## config.mk

```make
export PLATFORM = sky130hd
export DESIGN_NAME = nmr_native_max
export DESIGN_NICKNAME = d
export VERILOG_FILES = /design/src/core/nmr_pkg.sv /design/src/core/nmr_result_latch.sv /design/src/core/nmr_native_max.sv
export VERILOG_INCLUDE_DIRS = /design/src /design/src/core
export SDC_FILE = /design/constraint.sdc
export NUM_CORES = 1
export LEC_CHECK = 0
export BUFFER_PORTS_ARGS = -buffer_cell sky130_fd_sc_hd__buf_2
export CORE_ASPECT_RATIO = 0.7
export CORE_UTILIZATION = 38
export CTS_CLUSTER_DIAMETER = 40
export DETAILED_ROUTE_END_ITERATION = 12
export GPL_TIMING_DRIVEN = 0
export SLEW_MARGIN = 20
export SYNTH_ARGS = -nofsm -noshare
export SYNTH_HDL_FRONTEND = slang
export SYNTH_SLANG_ARGS = --single-unit
export TNS_END_PERCENT = 100
```

## constraint.sdc

```tcl
create_clock -name pclk -period 2.68 [get_ports pclk]
set_input_delay 0.402 -clock pclk [delete_from_list [all_inputs] [get_ports pclk]]
set_output_delay 0.402 -clock pclk [all_outputs]
set_load 0.01 [all_outputs]
```

## src/core/nmr_consts.svh

```systemverilog
// register offsets, field positions, command codes and reset values for the native max readback
`ifndef NMR_CONSTS_SVH
`define NMR_CONSTS_SVH
`define NMR_OFF_SECNUM 12'h000
`define NMR_OFF_CYLLO 12'h004
`define NMR_OFF_CYLHI 12'h008
`define NMR_OFF_DEVHEAD 12'h00C
`define NMR_OFF_COMMAND 12'h010
`define NMR_OFF_ERROR 12'h014
`define NMR_OFF_STATUS 12'h018
`define NMR_OFF_CTRL 12'h01C
`define NMR_OFF_NATLO 12'h020
`define NMR_OFF_NATHI 12'h024
`define NMR_OFF_IRQ_STAT 12'h028
`define NMR_OFF_IRQ_CLR 12'h02C
`define NMR_OFF_IRQ_EN 12'h030
`define NMR_OFF_CHS 12'h034
`define NMR_CMD_NATIVE28 8'hF8
`define NMR_CMD_NATIVE48 8'h27
`define NMR_LBA28_CAP 48'h00000FFFFFFF
`define NMR_DH_LBA_BIT 6
`define NMR_ERR_ABORT_BIT 2
`define NMR_ST_BUSY_BIT 7
`define NMR_ST_READY_BIT 6
`define NMR_ST_FAULT_BIT 5
`define NMR_ST_SEEK_BIT 4
`define NMR_ST_XFER_BIT 3
`define NMR_ST_ERR_BIT 0
`define NMR_CTRL_UPPER_BIT 0
`define NMR_CTRL_REJECT_BIT 1
`define NMR_IRQ_DONE_BIT 0
`define NMR_IRQ_ABORT_BIT 1
`define NMR_NATIVE_RESET 48'h000000FFFFFF
`define NMR_CHS_RESET 32'h3FFF0F3F
`define NMR_DEVHEAD_RESET 8'hA0
`endif

```

## src/core/nmr_pkg.sv

```systemverilog
// types shared by the native max readback block
package nmr_pkg;
   typedef enum logic [1:0] {NMR_IDLE, NMR_EXEC, NMR_DONE} nmr_state_type;
   typedef enum logic [1:0] {NMR_Q_NONE, NMR_Q_28, NMR_Q_48} nmr_query_type;
endpackage

```

## src/core/nmr_result_latch.sv

```systemverilog
// registered result latch: holds the returned address block bytes
`timescale 1ns/1ns
module nmr_result_latch
   import nmr_pkg::*;
(
   // clock and reset
   input wire logic pclk,
   input wire logic presetn,
   // load
   input wire logic load,
   input wire logic [47:0] addr_in,
   input wire logic [3:0] head_in,
   // held result
   output logic [47:0] addr_q,
   output logic [3:0] head_q
);
   always_ff @(posedge pclk or negedge presetn) begin
      if (!presetn) begin
         addr_q <= 48'h000000000000;
         head_q <= 4'h0;
      end else if (load) begin
         addr_q <= addr_in;
         head_q <= head_in;
      end
   end
endmodule

```

## src/core/nmr_native_max.sv

```systemverilog
// task-file command handler for the two native max address queries, apb slave
`timescale 1ns/1ns
`include "nmr_consts.svh"
// Contract
// RL1 - command F8 starts the 28-bit native max query
// RL2 - command 27 starts the 48-bit native max query
// RL3 - 28-bit query reports true native max, ignoring any set-max limit
// RL4 - 48-bit query reports native max, ignoring any set-max limit
// RL5 - 28-bit query clamps to 268,435,455 when native max is larger
// RL6 - 28-bit logical mode: bits 0-7 go to sector number
// RL7 - 28-bit logical mode: bits 8-15 cylinder low, 16-23 cylinder high
// RL8 - 28-bit logical mode: bits 24-27 go to head field
// RL9 - cylinder/head/sector mode returns native max sector, cylinder, head
// RL10 - 48-bit: sector number gives 7:0, or 31:24 with upper readback
// RL11 - 48-bit: cylinder low gives 15:8, or 39:32 with upper readback
// RL12 - 48-bit: cylinder high gives 23:16, or 47:40 with upper readback
// RL13 - rejected query sets abort and error flag, others zero, busy clear
module nmr_native_max
   import nmr_pkg::*;
(
   // apb clock and reset
   input wire logic pclk,
   input wire logic presetn,
   // apb slave
   input wire logic psel,
   input wire logic penable,
   input wire logic pwrite,
   input wire logic [11:0] paddr,
   input wire logic [31:0] pwdata,
   output logic [31:0] prdata,
   output logic pready,
   output logic pslverr,
   // interrupt
   output logic irq
);
   nmr_state_type state_r;
   nmr_query_type query_r;
   logic [47:0] native_r;
   logic [31:0] chs_r;
   logic [7:0] devhead_r;
   logic [7:0] error_r;
   logic [7:0] status_r;
   logic upper_byte_readback_r;
   logic reject_r;
   logic [1:0] irq_stat_r;
   logic [1:0] irq_en_r;
   logic [47:0] result_nxt;
   logic [3:0] head_nxt;
   logic [47:0] result_q;
   logic [3:0] head_q;
   logic lba_mode;
   logic wr_en;
   logic rd_en;
   logic cmd_wr;
   logic ev_done;
   logic ev_abort;
   logic load_result;

   // a register is hit on an address match alone; callers add the apb phase (access for writes, setup for reads)
   function automatic logic hit(input logic [11:0] a, input logic [11:0] off);
      hit = (a == off);
   endfunction

   function automatic logic mapped(input logic [11:0] a);
      mapped = hit(a, `NMR_OFF_SECNUM) || hit(a, `NMR_OFF_CYLLO) ||
               hit(a, `NMR_OFF_CYLHI) || hit(a, `NMR_OFF_DEVHEAD) ||
               hit(a, `NMR_OFF_COMMAND) || hit(a, `NMR_OFF_ERROR) ||
               hit(a, `NMR_OFF_STATUS) || hit(a, `NMR_OFF_CTRL) ||
               hit(a, `NMR_OFF_NATLO) || hit(a, `NMR_OFF_NATHI) ||
               hit(a, `NMR_OFF_IRQ_STAT) || hit(a, `NMR_OFF_IRQ_CLR) ||
               hit(a, `NMR_OFF_IRQ_EN) || hit(a, `NMR_OFF_CHS);
   endfunction

   // zero wait states: every access completes in its first access cycle
   assign pready = psel && penable;
   assign pslverr = psel && penable && !mapped(paddr);
   assign wr_en = psel && penable && pwrite && mapped(paddr);
   assign rd_en = psel && penable && !pwrite;
   // commands are taken only while idle; a write while busy is ignored
   assign cmd_wr = wr_en && hit(paddr, `NMR_OFF_COMMAND) && (state_r == NMR_IDLE);
   assign lba_mode = devhead_r[`NMR_DH_LBA_BIT];
   assign ev_done = (state_r == NMR_EXEC) && !reject_r;
   assign ev_abort = (state_r == NMR_EXEC) && reject_r;
   assign load_result = ev_done;

   // command recognition
   always_ff @(posedge pclk or negedge presetn) begin
      if (!presetn) begin
         state_r <= NMR_IDLE;
         query_r <= NMR_Q_NONE;
      end else begin
         case (state_r)
            NMR_IDLE: begin
               if (cmd_wr) begin
                  if (pwdata[7:0] == `NMR_CMD_NATIVE28) begin
                     state_r <= NMR_EXEC; // RL1
                     query_r <= NMR_Q_28;
                  end else if (pwdata[7:0] == `NMR_CMD_NATIVE48) begin
                     state_r <= NMR_EXEC; // RL2
                     query_r <= NMR_Q_48;
                  end
               end
            end
            NMR_EXEC: state_r <= NMR_DONE;
            NMR_DONE: state_r <= NMR_IDLE;
            default: state_r <= NMR_IDLE;
         endcase
      end
   end

   // result composition; native_r is the untouched native capacity, so any
   // set-max limit held elsewhere never reaches these bytes
   always_comb begin
      result_nxt = native_r; // RL4
      head_nxt = 4'h0;
      if (query_r == NMR_Q_28) begin
         if (!lba_mode) begin
            // sector in byte 0, cylinder in bytes 1-2, head in head field
            result_nxt = {24'h000000, chs_r[31:16], chs_r[7:0]}; // RL9
            head_nxt = chs_r[11:8]; // RL9
         end else begin
            if (native_r > `NMR_LBA28_CAP) begin
               result_nxt = `NMR_LBA28_CAP; // RL5
            end else begin
               result_nxt = native_r; // RL3
            end
            head_nxt = result_nxt[27:24]; // RL8
         end
      end
   end

   nmr_result_latch nmr_result_latch_inst (
      .pclk(pclk),
      .presetn(presetn),
      .load(load_result),
      .addr_in(result_nxt),
      .head_in(head_nxt),
      .addr_q(result_q),
      .head_q(head_q)
   );

   // configuration registers written by software
   always_ff @(posedge pclk or negedge presetn) begin
      if (!presetn) begin
         native_r <= `NMR_NATIVE_RESET;
         chs_r <= `NMR_CHS_RESET;
         upper_byte_readback_r <= 1'b0;
         reject_r <= 1'b0;
         irq_en_r <= 2'h0;
      end else if (wr_en) begin
         if (hit(paddr, `NMR_OFF_NATLO)) begin
            native_r[31:0] <= pwdata;
         end
         if (hit(paddr, `NMR_OFF_NATHI)) begin
            native_r[47:32] <= pwdata[15:0];
         end
         if (hit(paddr, `NMR_OFF_CHS)) begin
            chs_r <= pwdata;
         end
         if (hit(paddr, `NMR_OFF_CTRL)) begin
            upper_byte_readback_r <= pwdata[`NMR_CTRL_UPPER_BIT];
            reject_r <= pwdata[`NMR_CTRL_REJECT_BIT];
         end
         if (hit(paddr, `NMR_OFF_IRQ_EN)) begin
            irq_en_r <= pwdata[1:0];
         end
      end
   end

   // device/head: host writes the whole byte while idle, the device returns the head after a 28-bit query
   always_ff @(posedge pclk or negedge presetn) begin
      if (!presetn) begin
         devhead_r <= `NMR_DEVHEAD_RESET;
      end else if (wr_en && hit(paddr, `NMR_OFF_DEVHEAD) && state_r == NMR_IDLE) begin
         devhead_r <= pwdata[7:0];
      end else if (state_r == NMR_DONE && !reject_r && query_r == NMR_Q_28) begin
         devhead_r[3:0] <= head_q; // RL8
      end
   end

   // error and status after each command
   always_ff @(posedge pclk or negedge presetn) begin
      if (!presetn) begin
         error_r <= 8'h00;
         status_r <= 8'h50;
      end else if (cmd_wr) begin
         error_r <= 8'h00;
         status_r <= 8'h00;
         status_r[`NMR_ST_BUSY_BIT] <= 1'b1;
      end else if (ev_abort) begin
         error_r <= 8'h00;
         error_r[`NMR_ERR_ABORT_BIT] <= 1'b1; // RL13
         status_r <= 8'h00;
         status_r[`NMR_ST_READY_BIT] <= 1'b1;
         status_r[`NMR_ST_ERR_BIT] <= 1'b1; // RL13
      end else if (ev_done) begin
         error_r <= 8'h00;
         status_r <= 8'h00;
         status_r[`NMR_ST_READY_BIT] <= 1'b1;
         status_r[`NMR_ST_SEEK_BIT] <= 1'b1;
      end
   end

   // sticky events: a new event wins over a clear in the same cycle
   always_ff @(posedge pclk or negedge presetn) begin
      if (!presetn) begin
         irq_stat_r <= 2'h0;
      end else begin
         for (int i = 0; i < 2; i++) begin
            if ((i == `NMR_IRQ_DONE_BIT && ev_done) || (i == `NMR_IRQ_ABORT_BIT && ev_abort)) begin
               irq_stat_r[i] <= 1'b1;
            end else if (wr_en && hit(paddr, `NMR_OFF_IRQ_CLR) && pwdata[i]) begin
               irq_stat_r[i] <= 1'b0;
            end
         end
      end
   end

   assign irq = |(irq_stat_r & irq_en_r);

   // read data registered in the access cycle would be late, so the mux is
   // registered off the setup phase instead
   always_ff @(posedge pclk or negedge presetn) begin
      if (!presetn) begin
         prdata <= 32'h00000000;
      end else if (psel && !penable && !pwrite) begin
         prdata <= 32'h00000000;
         if (hit(paddr, `NMR_OFF_SECNUM)) begin
            prdata[7:0] <= upper_byte_readback_r && query_r == NMR_Q_48 ?
                           result_q[31:24] : result_q[7:0]; // RL6 RL10
         end
         if (hit(paddr, `NMR_OFF_CYLLO)) begin
            prdata[7:0] <= upper_byte_readback_r && query_r == NMR_Q_48 ?
                           result_q[39:32] : result_q[15:8]; // RL7 RL11
         end
         if (hit(paddr, `NMR_OFF_CYLHI)) begin
            prdata[7:0] <= upper_byte_readback_r && query_r == NMR_Q_48 ?
                           result_q[47:40] : result_q[23:16]; // RL7 RL12
         end
         if (hit(paddr, `NMR_OFF_DEVHEAD)) begin
            prdata[7:0] <= devhead_r;
         end
         if (hit(paddr, `NMR_OFF_ERROR)) begin
            prdata[7:0] <= error_r;
         end
         if (hit(paddr, `NMR_OFF_STATUS)) begin
            prdata[7:0] <= status_r;
         end
         if (hit(paddr, `NMR_OFF_CTRL)) begin
            prdata[1:0] <= {reject_r, upper_byte_readback_r};
         end
         if (hit(paddr, `NMR_OFF_NATLO)) begin
            prdata <= native_r[31:0];
         end
         if (hit(paddr, `NMR_OFF_NATHI)) begin
            prdata[15:0] <= native_r[47:32];
         end
         if (hit(paddr, `NMR_OFF_IRQ_STAT)) begin
            prdata[1:0] <= irq_stat_r;
         end
         if (hit(paddr, `NMR_OFF_IRQ_EN)) begin
            prdata[1:0] <= irq_en_r;
         end
         if (hit(paddr, `NMR_OFF_CHS)) begin
            prdata <= chs_r;
         end
      end
   end

   // rd_en kept for clarity of the bus decode; reads have no side effects
   logic unused_rd;
   assign unused_rd = rd_en;
endmodule

```

Word level (Yosys, flattened, before mapping) --
Index checks and enable logic that the tools add are counted.
Cells by class: add/sub/neg operators 0, multiply operators 0, div/mod/pow operators 0, magnitude comparators 1, equal/unequal tests 21, shift operators 0, mux-type cells 38, bitwise gates (word level) 1, reductions and logical operators 50
Operator list (count):
- $mux W48 | 3
- $mux W8 | 15
- $eq A12 B6 Y1 const B | 6
- $mux W32 | 2
- $eq A12 B5 Y1 const B | 4
- $gt A48 B28 Y1 const B | 1
- $eq A12 B4 Y1 const B | 2
- $logic_and A1 B1 Y1 | 18
- $mux W16 | 1
- $mux W2 | 8
- $mux W4 | 4
- $logic_or A1 B1 Y1 | 13
- $eq A12 B3 Y1 const B | 1
- $logic_not A12 Y1 | 1
- $reduce_and A2 Y1 | 6
- $eq A8 B6 Y1 const B | 1
- $eq A8 B8 Y1 const B | 1
- $reduce_bool A2 Y1 | 4
- $eq A2 B1 Y1 const B | 2
- $eq A2 B2 Y1 const B | 2
- $logic_not A1 Y1 | 4
- $mux W1 | 4
- $pmux W2 S2 | 1
- $ne A3 B3 Y1 const B | 1
- other kinds (6) | 6
Storage, ports and cells: register bits after elaboration 198, bits in latches 0, memory bits (writable) 0, memory bits (read-only) 0, input bits 49, output and inout port bits 35, word-level logic and storage cells 128, memories 0

Depth between registers and ports, before layout --
depth after elaboration 19, gate-level depth with buffers 8, mapped depth without buffers 5

Cells and area by module --
Synthesis repeated with hierarchy kept, for this count alone.
Second synthesis, totals: cells, all modules 820, area, all modules 9345.2 µm²
Modules (own cells, without submodules):
- nmr_native_max | instances 1, cells an instance 710, area an instance 7159.4 µm², seq. area each 3418.3 µm²
- nmr_result_latch | instances 1, cells an instance 110, area an instance 2185.8 µm², seq. area each 1301.2 µm²

Least setup slack after synthesis --
Ideal clock, no wire load.
kind input to register, start point input paddr[6], end point register chs_r[30], library setup time 0.125 ns, arrival time 1.981 ns, path slack 0.574 ns, cell stages on the path 7, path buffers 2, cell sequence clkbuf_1 -> and4bb_2 -> and2_1 -> nand3_1 -> nor2_1 -> buf_4 -> mux2_2
Between the ends: word-level cells in the longest chain between the ends 16, elaborated cells on any way between the ends 29
Ends and longest elaborated chain:
- start: declaration | RTL line nmr_native_max.sv:28 | input wire logic [11:0] paddr,
- $eq A12 B3 Y1 / $logic_not A12 Y1 (equally long branches) | RTL line nmr_native_max.sv:61 | hit = (a == off);
- $logic_or A1 B1 Y1 (13 in a row) | RTL line nmr_native_max.sv:65 | mapped = hit(a, `NMR_OFF_SECNUM) || hit(a, `NMR_OFF_CYLLO) ||
- $logic_and A1 B1 Y1 | RTL line nmr_native_max.sv:77 | assign wr_en = psel && penable && pwrite && mapped(paddr);
- $reduce_and A2 Y1 (no line) (*)
- end signal: assignment | RTL line nmr_native_max.sv:146 | chs_r <= `NMR_CHS_RESET;
- end signal: assignment | RTL line nmr_native_max.sv:158 | chs_r <= pwdata;
- end: declaration | RTL line nmr_native_max.sv:39 | logic [31:0] chs_r;
Every way passes the cells marked *; elsewhere a longest branch is shown, timed or not. A chain may end at the register's enable or synchronous reset.

Worst setup path after layout --
start point input paddr[9], end point register native_r[42]
Between the ends: word-level cells in the longest chain between the ends 16, elaborated cells on any way between the ends 29
Ends and longest elaborated chain:
- $eq A12 B3 Y1 / $logic_not A12 Y1 (equally long branches) | RTL line nmr_native_max.sv:61
- $logic_or A1 B1 Y1 (13 in a row) | RTL line nmr_native_max.sv:65
- $logic_and A1 B1 Y1 | RTL line nmr_native_max.sv:77
- $reduce_and A2 Y1 (no line) (*)
- end signal: assignment | RTL line nmr_native_max.sv:145 | native_r <= `NMR_NATIVE_RESET;
- end signal: assignment | RTL line nmr_native_max.sv:155 | native_r[47:32] <= pwdata[15:0];
- end: declaration | RTL line nmr_native_max.sv:38 | logic [47:0] native_r;
Marks and branches as above.

==> results_dict.tcl <==
set metrics [dict create \
    drt-total-wl_um 28600 \
    initial_core_util 0.390 \
    fill_cells 2187 \
    first_iter_violations 787 \
    yosys_most_used_dff "dfrtp_1" \
    crit_required_ns 3.00 \
    cts_buffer_depth 2 \
    fmax_mhz 405 \
    syn-cell-area_um2 8860 \
    ys_types 63 \
    async_flop_share 1.00 \
    synth_edf_count 0 \
    place.gp.congestion 0.949 \
    grt_pass1_wl_um 43500 \
    worstSkewPairLatency_ns 0.45 \
    syn2layout_area_growth_pct 16.2 \
    postRouteAntennaNets 0 \
    clk_pin_slew_ns 0.07 \
    drive_gt1_frac 0.321 \
    power.leakage_nw 4.42 \
    cpMaxStageDelayCell "nor4_2" \
    ctsRootBufferMaster "clkbuf_16" \
    grt_usage 0.252 \
    seq_area_um2 4720 \
    first_global_vias 6801 \
    cts_sinks 186 \
    yosys_warnings 0 \
    mostFrequentLayoutCells "134 x dfrtp_1, 97 x o21ai_0, 95 x nand2_1, 89 x mux2_2, 85 x buf_2" \
    drt-wirelength-per-cell_um 23.1 \
    final.setup_skew_ns 0.0128 \
    synth_nets 864 \
    crit_type "input pin to flop" \
    status "complete, no violations" \
    dp.cells 1207 \
    pin_count 84 \
    dieHeight_um 130 \
    setup_viol 0 \
    cts_tree "done" \
    cap_viol_max_count 0 \
    end_kind "flop" \
    antenna_found_initial 0 \
    finalNonFillerCells 1239 \
    ys_ff_latch 186 \
    powerDensity_nw_per_um2 556 \
    finalSetupTns_ns 0 \
    num_rows 46 \
    holdCritPathClass "input pin to flop" \
    ys_seq_area_frac 0.533 \
    multi_input_area_um2 3850 \
    fp.dieW_um 184 \
    first_pass_iters 5 \
    cp_cell_sequence "buf_2, nor4_2, and4_1, nand3_1, nor2_2, buf_4, mux2_2" \
    fin_crit_ns 2.47 \
    peakVddDrop_mv 0.453 \
    drc 0 \
    worst_pin_slew_ns 0.925 \
    placement.io_buffers 78 \
    worst-path-max-fanout 10 \
    die_area_um2 23900 \
    cts_inserted_buffers 17 \
    crit_arrival_ns 2.79 \
    antennaDiodeCount 0 \
    start_kind "input pin" \
    hold_violations 0 \
    slew_headroom 0.381 \
    grt_start_max_net_pins 82 \
    fin_nets 964 \
    vias 7219 \
    rsz0062_at_grt "no" \
    dp_hpwl_um 21200 \
    final_max_slew_viol_count 0 \
    final_common_cell "dfrtp_1" \
    cts_setup_buffers 0 \
    min_period_over_period 0.921 \
    syn_inst 815 \
    syn_area_per_cell_um2 10.9 \
    vias_per_cell 5.83 \
    htreeDepth 4 \
    overflow 0 \
    core_um2 22700 \
    critPathMaxStageDelay_ns 0.53 \
]
cell type report:
cell class,count,area share
buffer,58,0.0273
clock buffer,21,0.0457
clock inverter,10,0.00887
inverter,6,0.00219
multi-input combinational,565,0.374
sequential,186,0.458
tap,312,0.0379
timing repair buffer,81,0.0452
path summary, 6_finish.rpt:
path	startpoint	end	slack, ns	cells after the start
max	paddr[9]	native_r[42]	0.21	7
min reg2reg	nmr_result_latch_inst.addr_q[34]	nmr_result_latch_inst.addr_q[34]	0.48	2
max reg2reg	state_r[1]	nmr_result_latch_inst.addr_q[40]	0.25	5
min	pwdata[18]	native_r[18]	0.20	2
min in group asynchronous	presetn	prdata[0]	0.43	2
max in group asynchronous	presetn	native_r[13]	1.14	4
power by group:
group | internal [mW] | leakage (nW) | switching [mW]
Clock | 1.35 | 0.276 | 1.12
Combinational | 0.127 | 1.78 | 0.234
Sequential | 2.86 | 2.36 | 0.0249
what timing repair did:
action	in CTS	in global routing
gates resized for setup	0	7
endpoints found under the hold margin	28	0
hold buffers	1	0
setup endpoints to repair	0	11
routing by layer:
| metal | GRT usage | vias up | wire, um | share of wire |
|---|---|---|---|---|
| met2 | 0.343 | 343 | 11500 | 0.40 |
| met3 | 0.0742 | 18 | 2970 | 0.10 |
| met1 | 0.392 | 3654 | 14000 | 0.49 |
| met5 | 0 | - | 0 | 0 |
| li1 | - | 3204 | - | - |
| met4 | 0.0446 | 0 | 219 | 0.0076 |
stage by stage:
step / area [um2] / total power [mW] / worst slack (ns) / hold WS [ns] / util
after floorplan: 8860 / 3.08 / 0.574 / 0.106 / -
after global placement: 9640 / 3.28 / -1.91 / 0.457 / 0.424
after detailed placement: 9710 / 3.30 / -0.302 / 0.300 / 0.427
after CTS: 10300 / 5.76 / 0.143 / 0.194 / 0.452
after global routing: 10300 / 5.91 / 0.0746 / 0.190 / 0.453
final: 10300 / 5.72 / 0.211 / 0.201 / 0.453
logic make-up (layout without fill, tap and decap cells):
group	count (synthesis)	count (layout)	synth area share
buf+inv	64	176	0.0342
simple gates	275	275	0.154
mux	105	105	0.143
flops	186	186	0.533
compound gates	185	185	0.136
synth_stat cells, types with 4 or more instances:
| cell | instances | share of area |
|---|---|---|
| a211oi_1 | 5 | 0.0042 |
| a21oi_1 | 9 | 0.0051 |
| a222oi_1 | 8 | 0.0090 |
| o21ai_0 | 97 | 0.055 |
| a221oi_1 | 19 | 0.019 |
| nor4b_1 | 4 | 0.0040 |
| nor3_1 | 36 | 0.020 |
| nand4_1 | 7 | 0.0049 |
| nor4_1 | 8 | 0.0057 |
| mux2_2 | 89 | 0.11 |
| inv_1 | 6 | 0.0025 |
| a22o_1 | 6 | 0.0059 |
| nand3_1 | 15 | 0.0085 |
| o221ai_1 | 8 | 0.0079 |
| nand2_1 | 95 | 0.040 |
| dfrtp_1 | 134 | 0.38 |
| a21o_1 | 6 | 0.0051 |
| clkbuf_1 | 39 | 0.017 |
| nor2_1 | 61 | 0.026 |
| nand2b_1 | 8 | 0.0057 |
| dfstp_2 | 52 | 0.15 |
| buf_4 | 9 | 0.0076 |
| or4_1 | 6 | 0.0051 |
| mux4_2 | 7 | 0.018 |
| buf_2 | 8 | 0.0045 |
| and3_1 | 9 | 0.0064 |
| mux2_1 | 4 | 0.0051 |
worst max-delay path, delay by kind of cell:
| kind | cells | cell delay (ns) |
|---|---|---|
| mux | 1 | 0.35 |
| buf+inv | 2 | 0.42 |
| simple gates | 4 | 1.60 |
sequential cells by signal, indices dropped and copies added (netlist names):
name                          count
chs_r                            32
devhead_r                         8
irq_en_r                          2
irq_stat_r                        2
native_r                         48
nmr_result_latch_inst.addr_q     48
nmr_result_latch_inst.head_q      4
prdata                           32
query_r                           2
reject_r                          1
state_r                           2
status_r                          4
upper_byte_readback_r             1
Power figures use the tool's default switching activity.
